--- src/rtl/oamu_defines.vh ---
/*
 * Constants for the operand address mode unit: specifier fields, mode codes,
 * step sizes and special register numbers.
 * Assumes it is included by bare name from files under rtl/.
 */
`ifndef OAMU_DEFINES_VH
`define OAMU_DEFINES_VH

// ----------------------------------------------------------------------------
// Operand specifier fields
// ----------------------------------------------------------------------------
`define OAMU_MODE_HI 5
`define OAMU_MODE_LO 3
`define OAMU_REG_HI 2
`define OAMU_REG_LO 0

// ----------------------------------------------------------------------------
// Addressing mode codes
// ----------------------------------------------------------------------------
`define OAMU_M_REG 3'h0
`define OAMU_M_REGDEF 3'h1
`define OAMU_M_AINC 3'h2
`define OAMU_M_AINCDEF 3'h3
`define OAMU_M_ADEC 3'h4
`define OAMU_M_ADECDEF 3'h5
`define OAMU_M_INDEX 3'h6
`define OAMU_M_INDEXDEF 3'h7

// ----------------------------------------------------------------------------
// Steps, special registers and reset values
// ----------------------------------------------------------------------------
`define OAMU_STEP_BYTE 16'h0001
`define OAMU_STEP_WORD 16'h0002
`define OAMU_SP 3'h6
`define OAMU_PC 3'h7
`define OAMU_ZERO16 16'h0000

`endif

--- src/rtl/oamu_regfile.v ---
/*
 * Eight general registers with three registered read ports and one write port.
 * Assumes a single clock and a synchronous active-low reset.
 */
`timescale 1ns/1ps
`default_nettype none
`include "oamu_defines.vh"

module oamu_regfile #(
	parameter WIDTH = 16
) (
	// Clock and reset
	input wire CLOCK,
	input wire RSTN,
	// Write port
	input wire we,
	input wire [2:0] wsel,
	input wire [WIDTH-1:0] wdata,
	// Read ports
	input wire [2:0] asel,
	output reg [WIDTH-1:0] adata,
	input wire [2:0] csel,
	output reg [WIDTH-1:0] cdata,
	output reg [WIDTH-1:0] pcdata
);

	reg [WIDTH-1:0] mem [0:7];
	integer i;

	always @(posedge CLOCK) begin
		if (!RSTN) begin
			for (i = 0; i < 8; i = i + 1) begin
				mem[i] <= {WIDTH{1'b0}};
			end
			adata <= {WIDTH{1'b0}};
			cdata <= {WIDTH{1'b0}};
			pcdata <= {WIDTH{1'b0}};
		end else begin
			if (we) begin
				mem[wsel] <= wdata;
			end
			adata <= mem[asel];
			cdata <= mem[csel];
			pcdata <= mem[`OAMU_PC];
		end
	end

endmodule
`default_nettype wire

--- src/rtl/oamu_top.v ---
/*
 * Operand address mode unit: decodes a six-bit operand specifier, updates the
 * general registers as the mode demands and fetches index words and pointers
 * from memory until the effective address is known.
 * Assumes the processor core issues one START at a time and that memory
 * answers a held read request with a one-cycle MEM_ACK and its data.
 */
// How it works
// [RL1] Word autoincrement: address is register value, then register gains two.
// [RL2] Byte autoincrement: address is register value, then register gains one.
// [RL3] Autodecrement: subtract one or two first, reduced value is the address.
// [RL4] Index: address is register plus fetched index word; neither is changed.
// [RL5] Two indexed operands take extension words in order, source then destination.
// [RL6] Register deferred: register value is the address; register unchanged.
// [RL7] Deferred auto and index modes add one memory read for the pointer.
// [RL8] Autoincrement deferred: read pointer at register, add two to register.
// [RL9] Index deferred: read pointer at register plus index; nothing modified.
// [RL10] Specifier bits five to three are mode, two to zero pick register.
// [RL11] Lowest mode bit selects the deferred variant of the basic mode.
// [RL12] Stack pointer and program counter always step by two.
// [RL13] Program counter advances by two past every index word fetched.
// [RL14] Autodecrement deferred always decrements by two before the pointer read.
`timescale 1ns/1ps
`default_nettype none
`include "oamu_defines.vh"

module oamu_top #(
	parameter WIDTH = 16
) (
	// Clock and reset
	input wire CLOCK,
	input wire RSTN,
	// Request from the core
	input wire START,
	input wire [5:0] SPEC,
	input wire BYTE_OP,
	output reg BUSY,
	output reg DONE,
	output reg [WIDTH-1:0] EA,
	// Register load and readback for the core
	input wire REG_WE,
	input wire [2:0] REG_WSEL,
	input wire [WIDTH-1:0] REG_WDATA,
	input wire [2:0] REG_RSEL,
	output wire [WIDTH-1:0] REG_RDATA,
	// Memory read port
	output reg MEM_RD,
	output reg [WIDTH-1:0] MEM_ADDR,
	input wire MEM_ACK,
	input wire [WIDTH-1:0] MEM_RDATA
);

	// ------------------------------------------------------------------------
	// States
	// ------------------------------------------------------------------------
	localparam [4:0] S_IDLE = 5'h01;
	localparam [4:0] S_RDREG = 5'h02;
	localparam [4:0] S_INDEX = 5'h04;
	localparam [4:0] S_PTR = 5'h08;
	localparam [4:0] S_DONE = 5'h10;

	function [WIDTH-1:0] step_of;
		input is_byte;
		input [2:0] rsel;
		begin
			if (is_byte && rsel != `OAMU_SP && rsel != `OAMU_PC) begin
				step_of = `OAMU_STEP_BYTE; // RL2
			end else begin
				step_of = `OAMU_STEP_WORD; // RL1 RL12
			end
		end
	endfunction

	reg [4:0] state_reg, state_next;
	reg [2:0] mode_reg, mode_next;
	reg [2:0] rsel_reg, rsel_next;
	reg byte_reg, byte_next;
	reg [WIDTH-1:0] ea_next, addr_next;
	reg rd_next, done_next;
	reg fsm_we;
	reg [2:0] fsm_wsel;
	reg [WIDTH-1:0] fsm_wdata;
	reg [WIDTH-1:0] base_reg, base_next;
	wire [WIDTH-1:0] rval, pcval;
	wire [WIDTH-1:0] pc_plus2 = pcval + `OAMU_STEP_WORD;

	// The core may only load registers while the unit is idle, so the two
	// write sources never collide and the decoder sees stable values.
	wire rf_we = fsm_we | (REG_WE & (state_reg == S_IDLE));
	wire [2:0] rf_wsel = fsm_we ? fsm_wsel : REG_WSEL;
	wire [WIDTH-1:0] rf_wdata = fsm_we ? fsm_wdata : REG_WDATA;
	wire [2:0] rf_asel = (state_reg == S_IDLE) ? SPEC[`OAMU_REG_HI:`OAMU_REG_LO] : rsel_reg;

	oamu_regfile #(
		.WIDTH(WIDTH)
	) u_regs (
		.CLOCK(CLOCK),
		.RSTN(RSTN),
		.we(rf_we),
		.wsel(rf_wsel),
		.wdata(rf_wdata),
		.asel(rf_asel),
		.adata(rval),
		.csel(REG_RSEL),
		.cdata(REG_RDATA),
		.pcdata(pcval)
	);

	// ------------------------------------------------------------------------
	// Next-state logic
	// ------------------------------------------------------------------------
	always @* begin
		state_next = state_reg;
		mode_next = mode_reg;
		rsel_next = rsel_reg;
		byte_next = byte_reg;
		ea_next = EA;
		addr_next = MEM_ADDR;
		rd_next = MEM_RD;
		done_next = 1'b0;
		fsm_we = 1'b0;
		fsm_wsel = rsel_reg;
		fsm_wdata = rval;
		base_next = base_reg;
		case (state_reg)
			S_IDLE: begin
				if (START) begin
					mode_next = SPEC[`OAMU_MODE_HI:`OAMU_MODE_LO]; // RL10
					rsel_next = SPEC[`OAMU_REG_HI:`OAMU_REG_LO]; // RL10
					byte_next = BYTE_OP;
					state_next = S_RDREG;
				end
			end
			S_RDREG: begin
				state_next = S_DONE;
				case (mode_reg)
					`OAMU_M_REG, `OAMU_M_REGDEF: begin
						ea_next = rval; // RL6
					end
					`OAMU_M_AINC: begin
						ea_next = rval; // RL1 RL2
						fsm_we = 1'b1;
						fsm_wdata = rval + step_of(byte_reg, rsel_reg); // RL1 RL2 RL12
					end
					`OAMU_M_AINCDEF: begin
						fsm_we = 1'b1;
						fsm_wdata = rval + `OAMU_STEP_WORD; // RL8 RL11
						addr_next = rval; // RL8 RL7
						rd_next = 1'b1;
						state_next = S_PTR;
					end
					`OAMU_M_ADEC: begin
						fsm_we = 1'b1;
						fsm_wdata = rval - step_of(byte_reg, rsel_reg); // RL3 RL12
						ea_next = fsm_wdata; // RL3
					end
					`OAMU_M_ADECDEF: begin
						fsm_we = 1'b1;
						fsm_wdata = rval - `OAMU_STEP_WORD; // RL14
						addr_next = fsm_wdata; // RL14 RL7
						rd_next = 1'b1;
						state_next = S_PTR;
					end
					default: begin
						// Index word sits at the PC; step the PC past it.
						fsm_we = 1'b1;
						fsm_wsel = `OAMU_PC;
						fsm_wdata = pc_plus2; // RL13 RL5
						addr_next = pcval; // RL4 RL5
						// The base is captured here because the PC read port shows
						// the stepped PC only from the second cycle on; a PC base must be
						// the PC after the index word, stepped only once.
						base_next = (rsel_reg == `OAMU_PC) ? pc_plus2 : rval; // RL4 RL13
						rd_next = 1'b1;
						state_next = S_INDEX;
					end
				endcase
			end
			S_INDEX: begin
				if (MEM_ACK) begin
					if (mode_reg[0]) begin // RL11
						addr_next = base_reg + MEM_RDATA; // RL9 RL7
						state_next = S_PTR;
					end else begin
						ea_next = base_reg + MEM_RDATA; // RL4
						rd_next = 1'b0;
						state_next = S_DONE;
					end
				end
			end
			S_PTR: begin
				if (MEM_ACK) begin
					ea_next = MEM_RDATA; // RL7 RL8 RL9
					rd_next = 1'b0;
					state_next = S_DONE;
				end
			end
			S_DONE: begin
				done_next = 1'b1;
				state_next = S_IDLE;
			end
			default: begin
				rd_next = 1'b0;
				state_next = S_IDLE;
			end
		endcase
	end

	// ------------------------------------------------------------------------
	// State registers
	// ------------------------------------------------------------------------
	always @(posedge CLOCK) begin
		if (!RSTN) begin
			state_reg <= S_IDLE;
			mode_reg <= `OAMU_M_REG;
			rsel_reg <= 3'h0;
			byte_reg <= 1'b0;
			base_reg <= `OAMU_ZERO16;
			EA <= `OAMU_ZERO16;
			MEM_ADDR <= `OAMU_ZERO16;
			MEM_RD <= 1'b0;
			DONE <= 1'b0;
			BUSY <= 1'b0;
		end else begin
			state_reg <= state_next;
			mode_reg <= mode_next;
			rsel_reg <= rsel_next;
			byte_reg <= byte_next;
			base_reg <= base_next;
			EA <= ea_next;
			MEM_ADDR <= addr_next;
			MEM_RD <= rd_next;
			DONE <= done_next;
			BUSY <= (state_next != S_IDLE);
		end
	end

endmodule
`default_nettype wire

--- config.mk ---
export PLATFORM = sky130hd
export DESIGN_NAME = oamu_top
export DESIGN_NICKNAME = d
export VERILOG_FILES = /design/src/rtl/oamu_regfile.v /design/src/rtl/oamu_top.v
export VERILOG_INCLUDE_DIRS = /design/src /design/src/rtl
export SDC_FILE = /design/constraint.sdc
export NUM_CORES = 1
export LEC_CHECK = 0
export BUFFER_PORTS_ARGS = -buffer_cell sky130_fd_sc_hd__buf_2
export CORE_MARGIN = 3
export CORE_UTILIZATION = 35
export CTS_BUF_LIST = sky130_fd_sc_hd__clkbuf_4
export CTS_CLUSTER_DIAMETER = 150
export DETAILED_ROUTE_END_ITERATION = 6
export GPL_ROUTABILITY_DRIVEN = 0
export MAX_ROUTING_LAYER = met4
export SYNTH_ARGS = -nofsm -noshare
export SYNTH_HDL_FRONTEND = slang
export SYNTH_SLANG_ARGS = --single-unit
export TNS_END_PERCENT = 5
--- constraint.sdc ---
create_clock -name CLOCK -period 5.2 [get_ports CLOCK]
set_clock_uncertainty 0.05 [all_clocks]
set_input_delay 0.52 -clock CLOCK [delete_from_list [all_inputs] [get_ports CLOCK]]
set_output_delay 0.52 -clock CLOCK [all_outputs]
set_load 0.005 [all_outputs]
# Word-level counts from Yosys, hierarchy flattened
# Memory sizes are Yosys's and may differ from the RTL's. A register that Yosys moved wholly into a read port is not among the register bits.
# Index checks and enable logic that the tools add are counted.
# W data, S select, Z words.
word_totals:
  reg_bits: 63
  latchBits: 0
  mem_bits_rw: 128
  mem_bits_ro: 0
  out_inout_bits: 51
  word_cells: 104
  n_memories: 1
mem_list:
  columns: ["memory", "words", "word_bits", "rd", "rd_clocked_by_memory_dff", "write_ports", "line", "rtl"]
  rows:
  - ["u_regs.mem", 8, 16, 3, 3, 8, "oamu_regfile.v:27", "reg [WIDTH-1:0] mem [0:7];"]
op_classes:
  n_addsub: 6
  mul: 0
  div: 0
  magnitude_cmp: 0
  eq_ne: 20
  n_shift: 0
  muxes: 43
  bitwise: 4
  n_reduce_logical: 20
op_table:
  columns: ["cell", "n"]
  rows:
  - ["$mux W16", 13]
  - ["$pmux W16 S3", 2]
  - ["$pmux W16 S5", 1]
  - ["$pmux W16 S2", 2]
  - ["$add A16 B16 Y16", 2]
  - ["$add A16 B2 Y16 const B", 2]
  - ["$mux W5", 4]
  - ["$pmux W5 S4", 1]
  - ["$reduce_or A16 Y1", 1]
  - ["$sub A16 B16 Y16", 1]
  - ["$sub A16 B2 Y16 const B", 1]
  - ["$mux W3", 5]
  - ["$mux W1", 12]
  - ["$ne A2 B2 Y1 const B", 5]
  - ["$pmux W5 S2", 1]
  - ["$reduce_and A5 Y1", 2]
  - ["$eq A3 B3 Y1 const B", 3]
  - ["$ne A3 B3 Y1 const B", 3]
  - ["$eq A3 B2 Y1 const B", 2]
  - ["$reduce_or A2 Y1", 3]
  - ["$reduce_or A6 Y1", 1]
  - ["$eq A5 B1 Y1 const B", 1]
  - ["$eq A5 B2 Y1 const B", 1]
  - ["$eq A5 B3 Y1 const B", 1]
  - ["18 further kinds", 23]

# Longest topological paths before layout
depth:
  ltp_word: 11
  depth_mapped: 12

# Hierarchy
# From an unflattened synthesis, not the netlist that was laid out.
unflattened:
  cells_unflattened: 1463
  area_unflattened_um2: 14446.4
modules_own_cells:
  columns: ["module", "instances", "cells_per_inst", "area_each_um2", "seq_area_each_um2"]
  rows:
  - ["oamu_regfile", 1, 559, 8094.0, 4804.6]
  - ["oamu_top", 1, 904, 6352.3, 1261.2]

# Worst setup path after synthesis
# No wires, ideal clock.
synth_timing:
  kind: "reg2reg"
  startpoint: "register rsel_reg[1]"
  endpoint: "memory u_regs.mem[0][14] (data pin)"
  t_arrival_ps: 2786
  slack_ps: 2094
  stages_incl_launch_ff: 13
  period_less_slack_ps: 3106
  path_cell_list: "dfxtp_1 > nand2_1 > nand2_1 > inv_1 > ha_1 > inv_1 > fa_1 > nor2b_1 > or4_1 > o311ai_0 > o211ai_1 > o21ai_1 > nor2_1"
synth_lines:
  columns: ["item", "line", "rtl"]
  rows:
  - ["start, declared", "oamu_top.v:76", "reg [2:0] rsel_reg, rsel_next;"]
  - ["start signal, assigned", "oamu_top.v:227", "rsel_reg <= rsel_next;"]
  - ["end, declared", "oamu_regfile.v:27", null]

==> reports/results.ini <==
[status]
status=complete, no violations

[route]
vias=13000
drc=0
drt-initial-drc-count=1566
wire_per_inst_um=22.8
ant_nets=0
wirelength_um=49200
first_pass_iters=7
viasPerCell=6.01

[worst_setup_path]
max_stage_delay_ns=0.97
start_kind=flip-flop
r2r_cells=11
cp-end-kind=flip-flop
required_ns=5.57
worst-path-buf-inv=1
crit_type=flip-flop to flip-flop
crit_family=simple AND/OR/NAND/NOR gates
cp_cell_sequence=nand2_1, nand2_1, inv_1, ha_1, fa_1, nor3b_1, nand4_1, xor2_1, o22ai_1, nor3_1, nor3_1
path_max_fanout=9
cp.depth=11
cp_data_arrival_time_ns=4.33
crit_slowest_cell=nor3b_1

[die]
initial_core_util=0.358
ios=101
die_area_um2=43500
die_w_um=209
chipHeight_um=209
row_count=73
core_area_um2=40100

[logic_synthesis]
synth_edf_count=128
synth.avg_cell_area_um2=9.45
ys_seq_elements=239
yosys_warnings=0
syn-num-nets=1596
synth_area_um2=14400
ys_types=98
synthFlopType=edfxtp_1
synthArstFlopShare=0
synthCells=1520
yosysSeqAreaShare=0.422

[finish]
nFillCells=3971
multi_input_area_um2=7690
regMostFlops=u_regs.mem
fin_cells=2164
fin_nets=1668
syn2layout_area_growth_pct=11.8
largest_reg_flops=128
fin_util=0.401
final_layout_size_suffix_gt1_frac=0.196
regArea_um2=6070

[grt]
grt_pass1_vias=12700
antenna_found_initial=1
grtUsageTotal=0.226
grt_max_degree=49
grt_overflow_total=0
grt_first_pass_wirelength_um=75200

[sta]
fmax_ghz=0.252
slew_viol_final=0
setup_ws_ns=1.24
min_period_ns=3.96
setup_tns_ns=0
worst_pin_slew_ns=1.19
post-route-period-util=0.762
rsz0062_at_grt=no
hold_viol=0
max-slew-margin-rel=0.207
setup_viol=0

[clocking]
h-tree-depth=3
cts_sinks=239
cts_tree=yes
clkSlewWorstSetupHoldPaths_ns=0.06
post_cts_resized=0
clk_path_buf_depth=3
cts_root_buffer=clkbuf_4
cts_buffers=66
clock_latency_ns=0.73

[place]
port_buffers=100
placed_cells=2045
hpwl_um=33600
place_ws_ns=1.32

[job]
maxCapViolCount=0

[pwr]
p_leak_nw=5.84
power_density_nw_per_um2=297
ir_worst_vdd_v=0.000230

[worst_hold_path]
min_path_cells=3
hp-class=input pin to flip-flop

[synthesized netlist by cell type, types with 6 or more instances]
cell type / number / area [µm²]
nor2_1: 218 / 818
nand2_1: 159 / 597
edfxtp_1: 128 / 3840
dfxtp_1: 111 / 2220
a21oi_1: 88 / 440
clkbuf_1: 76 / 285
nand3_1: 72 / 360
o21ai_0: 69 / 345
mux4_2: 48 / 1080
nor3_1: 33 / 165
xnor2_1: 30 / 263
buf_2: 25 / 125
xor2_1: 25 / 219
a31oi_1: 24 / 150
and2_1: 23 / 144
ha_1: 23 / 288
mux2i_1: 23 / 230
inv_1: 17 / 63.8
nand4_1: 16 / 100
o2111a_1: 16 / 180
buf_1: 15 / 56.3
o211ai_1: 15 / 113
o22ai_1: 15 / 93.8
nor4_1: 14 / 87.6
a211oi_1: 13 / 97.6
a22oi_1: 10 / 75.1
nand3b_1: 10 / 75.1
o221ai_1: 10 / 87.6
buf_6: 9 / 101
nand2b_1: 9 / 56.3
and3_1: 8 / 50.1
o21ai_1: 8 / 40.0
a221oi_1: 7 / 61.3
and4_1: 7 / 61.3
or2_2: 7 / 43.8
or3_1: 7 / 43.8
nor2b_1: 6 / 37.5
o21bai_1: 6 / 45.0
o31ai_1: 6 / 45.0
[cells by family (layout without fill, tap and decap cells)]
kind of cell,after synthesis,count (layout),share of synthesized area
and+or+nand+nor,627,627,0.212
other,0,1,0
muxes,73,73,0.0928
adders and majority gates,28,28,0.0256
buffers and inverters,146,264,0.0455
xor gates and xnor gates,55,55,0.0335
DFF,239,239,0.422
AOI/OAI and AO/OA,352,352,0.169
[layer usage]
metal | vias to the layer above | global-route usage | share of wire
li1 | 5846 | - | -
met1 | 6213 | 0.296 | 0.41
met2 | 771 | 0.349 | 0.45
met3 | 169 | 0.0417 | 0.093
met4 | 0 | 0.0894 | 0.040
met5 | - | - | 0
[stage by stage]
stage	instance area (µm²)	power, mW	hold WS, ns
after floorplan	14400	2.77	0.386
after detailed placement	15200	3.05	0.402
final	16100	4.78	0.0576
after global routing	16100	4.98	0.0315
after global placement	15200	3.05	0.401
after CTS	16100	4.80	0.00958
[final cells by class]
| cell class | count | share of cell area |
|---|---|---|
| antenna | 1 | 0.000156 |
| clock buffer | 96 | 0.0449 |
| clock inverter | 18 | 0.00717 |
| inverter | 19 | 0.00444 |
| multi-input combinational | 1135 | 0.479 |
| sequential | 239 | 0.378 |
| tap | 525 | 0.0409 |
| timing repair buffer | 131 | 0.0463 |
[final timing paths]
kind | startpoint | end | slack, ns
worst max-delay path | rsel_reg[1]$_SDFFE_PN0P_ | u_regs.mem[7][12]$_SDFFCE_PN0P_ | 1.24
worst min-delay path | SPEC[0] | rsel_reg[0]$_SDFFE_PN0P_ | 0.06
worst max register to register | rsel_reg[1]$_SDFFE_PN0P_ | u_regs.mem[7][12]$_SDFFCE_PN0P_ | 1.24
worst min register to register | base_reg[5]$_SDFFE_PN0P_ | base_reg[5]$_SDFFE_PN0P_ | 0.40
[layout by cell type, fill, tap and decap left out, types with 15 or more instances in the layout]
master    instances
a21oi_1          88
a31oi_1          24
and2_1           23
buf_2           100
buf_4            27
clkbuf_4         96
dfxtp_1         111
edfxtp_1        128
ha_1             23
inv_1            17
mux2i_1          22
mux4_2           48
nand2_1         159
nand3_1          72
nand4_1          16
nor2_1          218
nor3_1           33
o2111a_1         16
o211ai_1         15
o21ai_0          69
o22ai_1          15
xnor2_1          30
xor2_1           25
[timing repair]
action | 4_1_cts | 5_1_grt
setup endpoints to repair | 0 | 0
hold endpoints to repair | 4 | 0
hold buffers | 4 | 0
setup buffers | 0 | 0
[power by group]
part	switching (mW)	total [mW]	internal, mW
Clock	0.834	1.73	0.900
Sequential	0.148	2.22	2.07
Combinational	0.508	0.821	0.313
Total	1.49	4.78	3.29
[worst register-to-register path, cell delays in order (launching register included)]
cell,delay [ns]
dfxtp_1,0.39
nand2_1,0.14
nand2_1,0.13
inv_1,0.19
ha_1,0.19
fa_1,0.26
nor3b_1,0.97
nand4_1,0.20
xor2_1,0.18
o22ai_1,0.09
nor3_1,0.76
nor3_1,0.12
No activity file was read; power rests on OpenSTA's default activity.
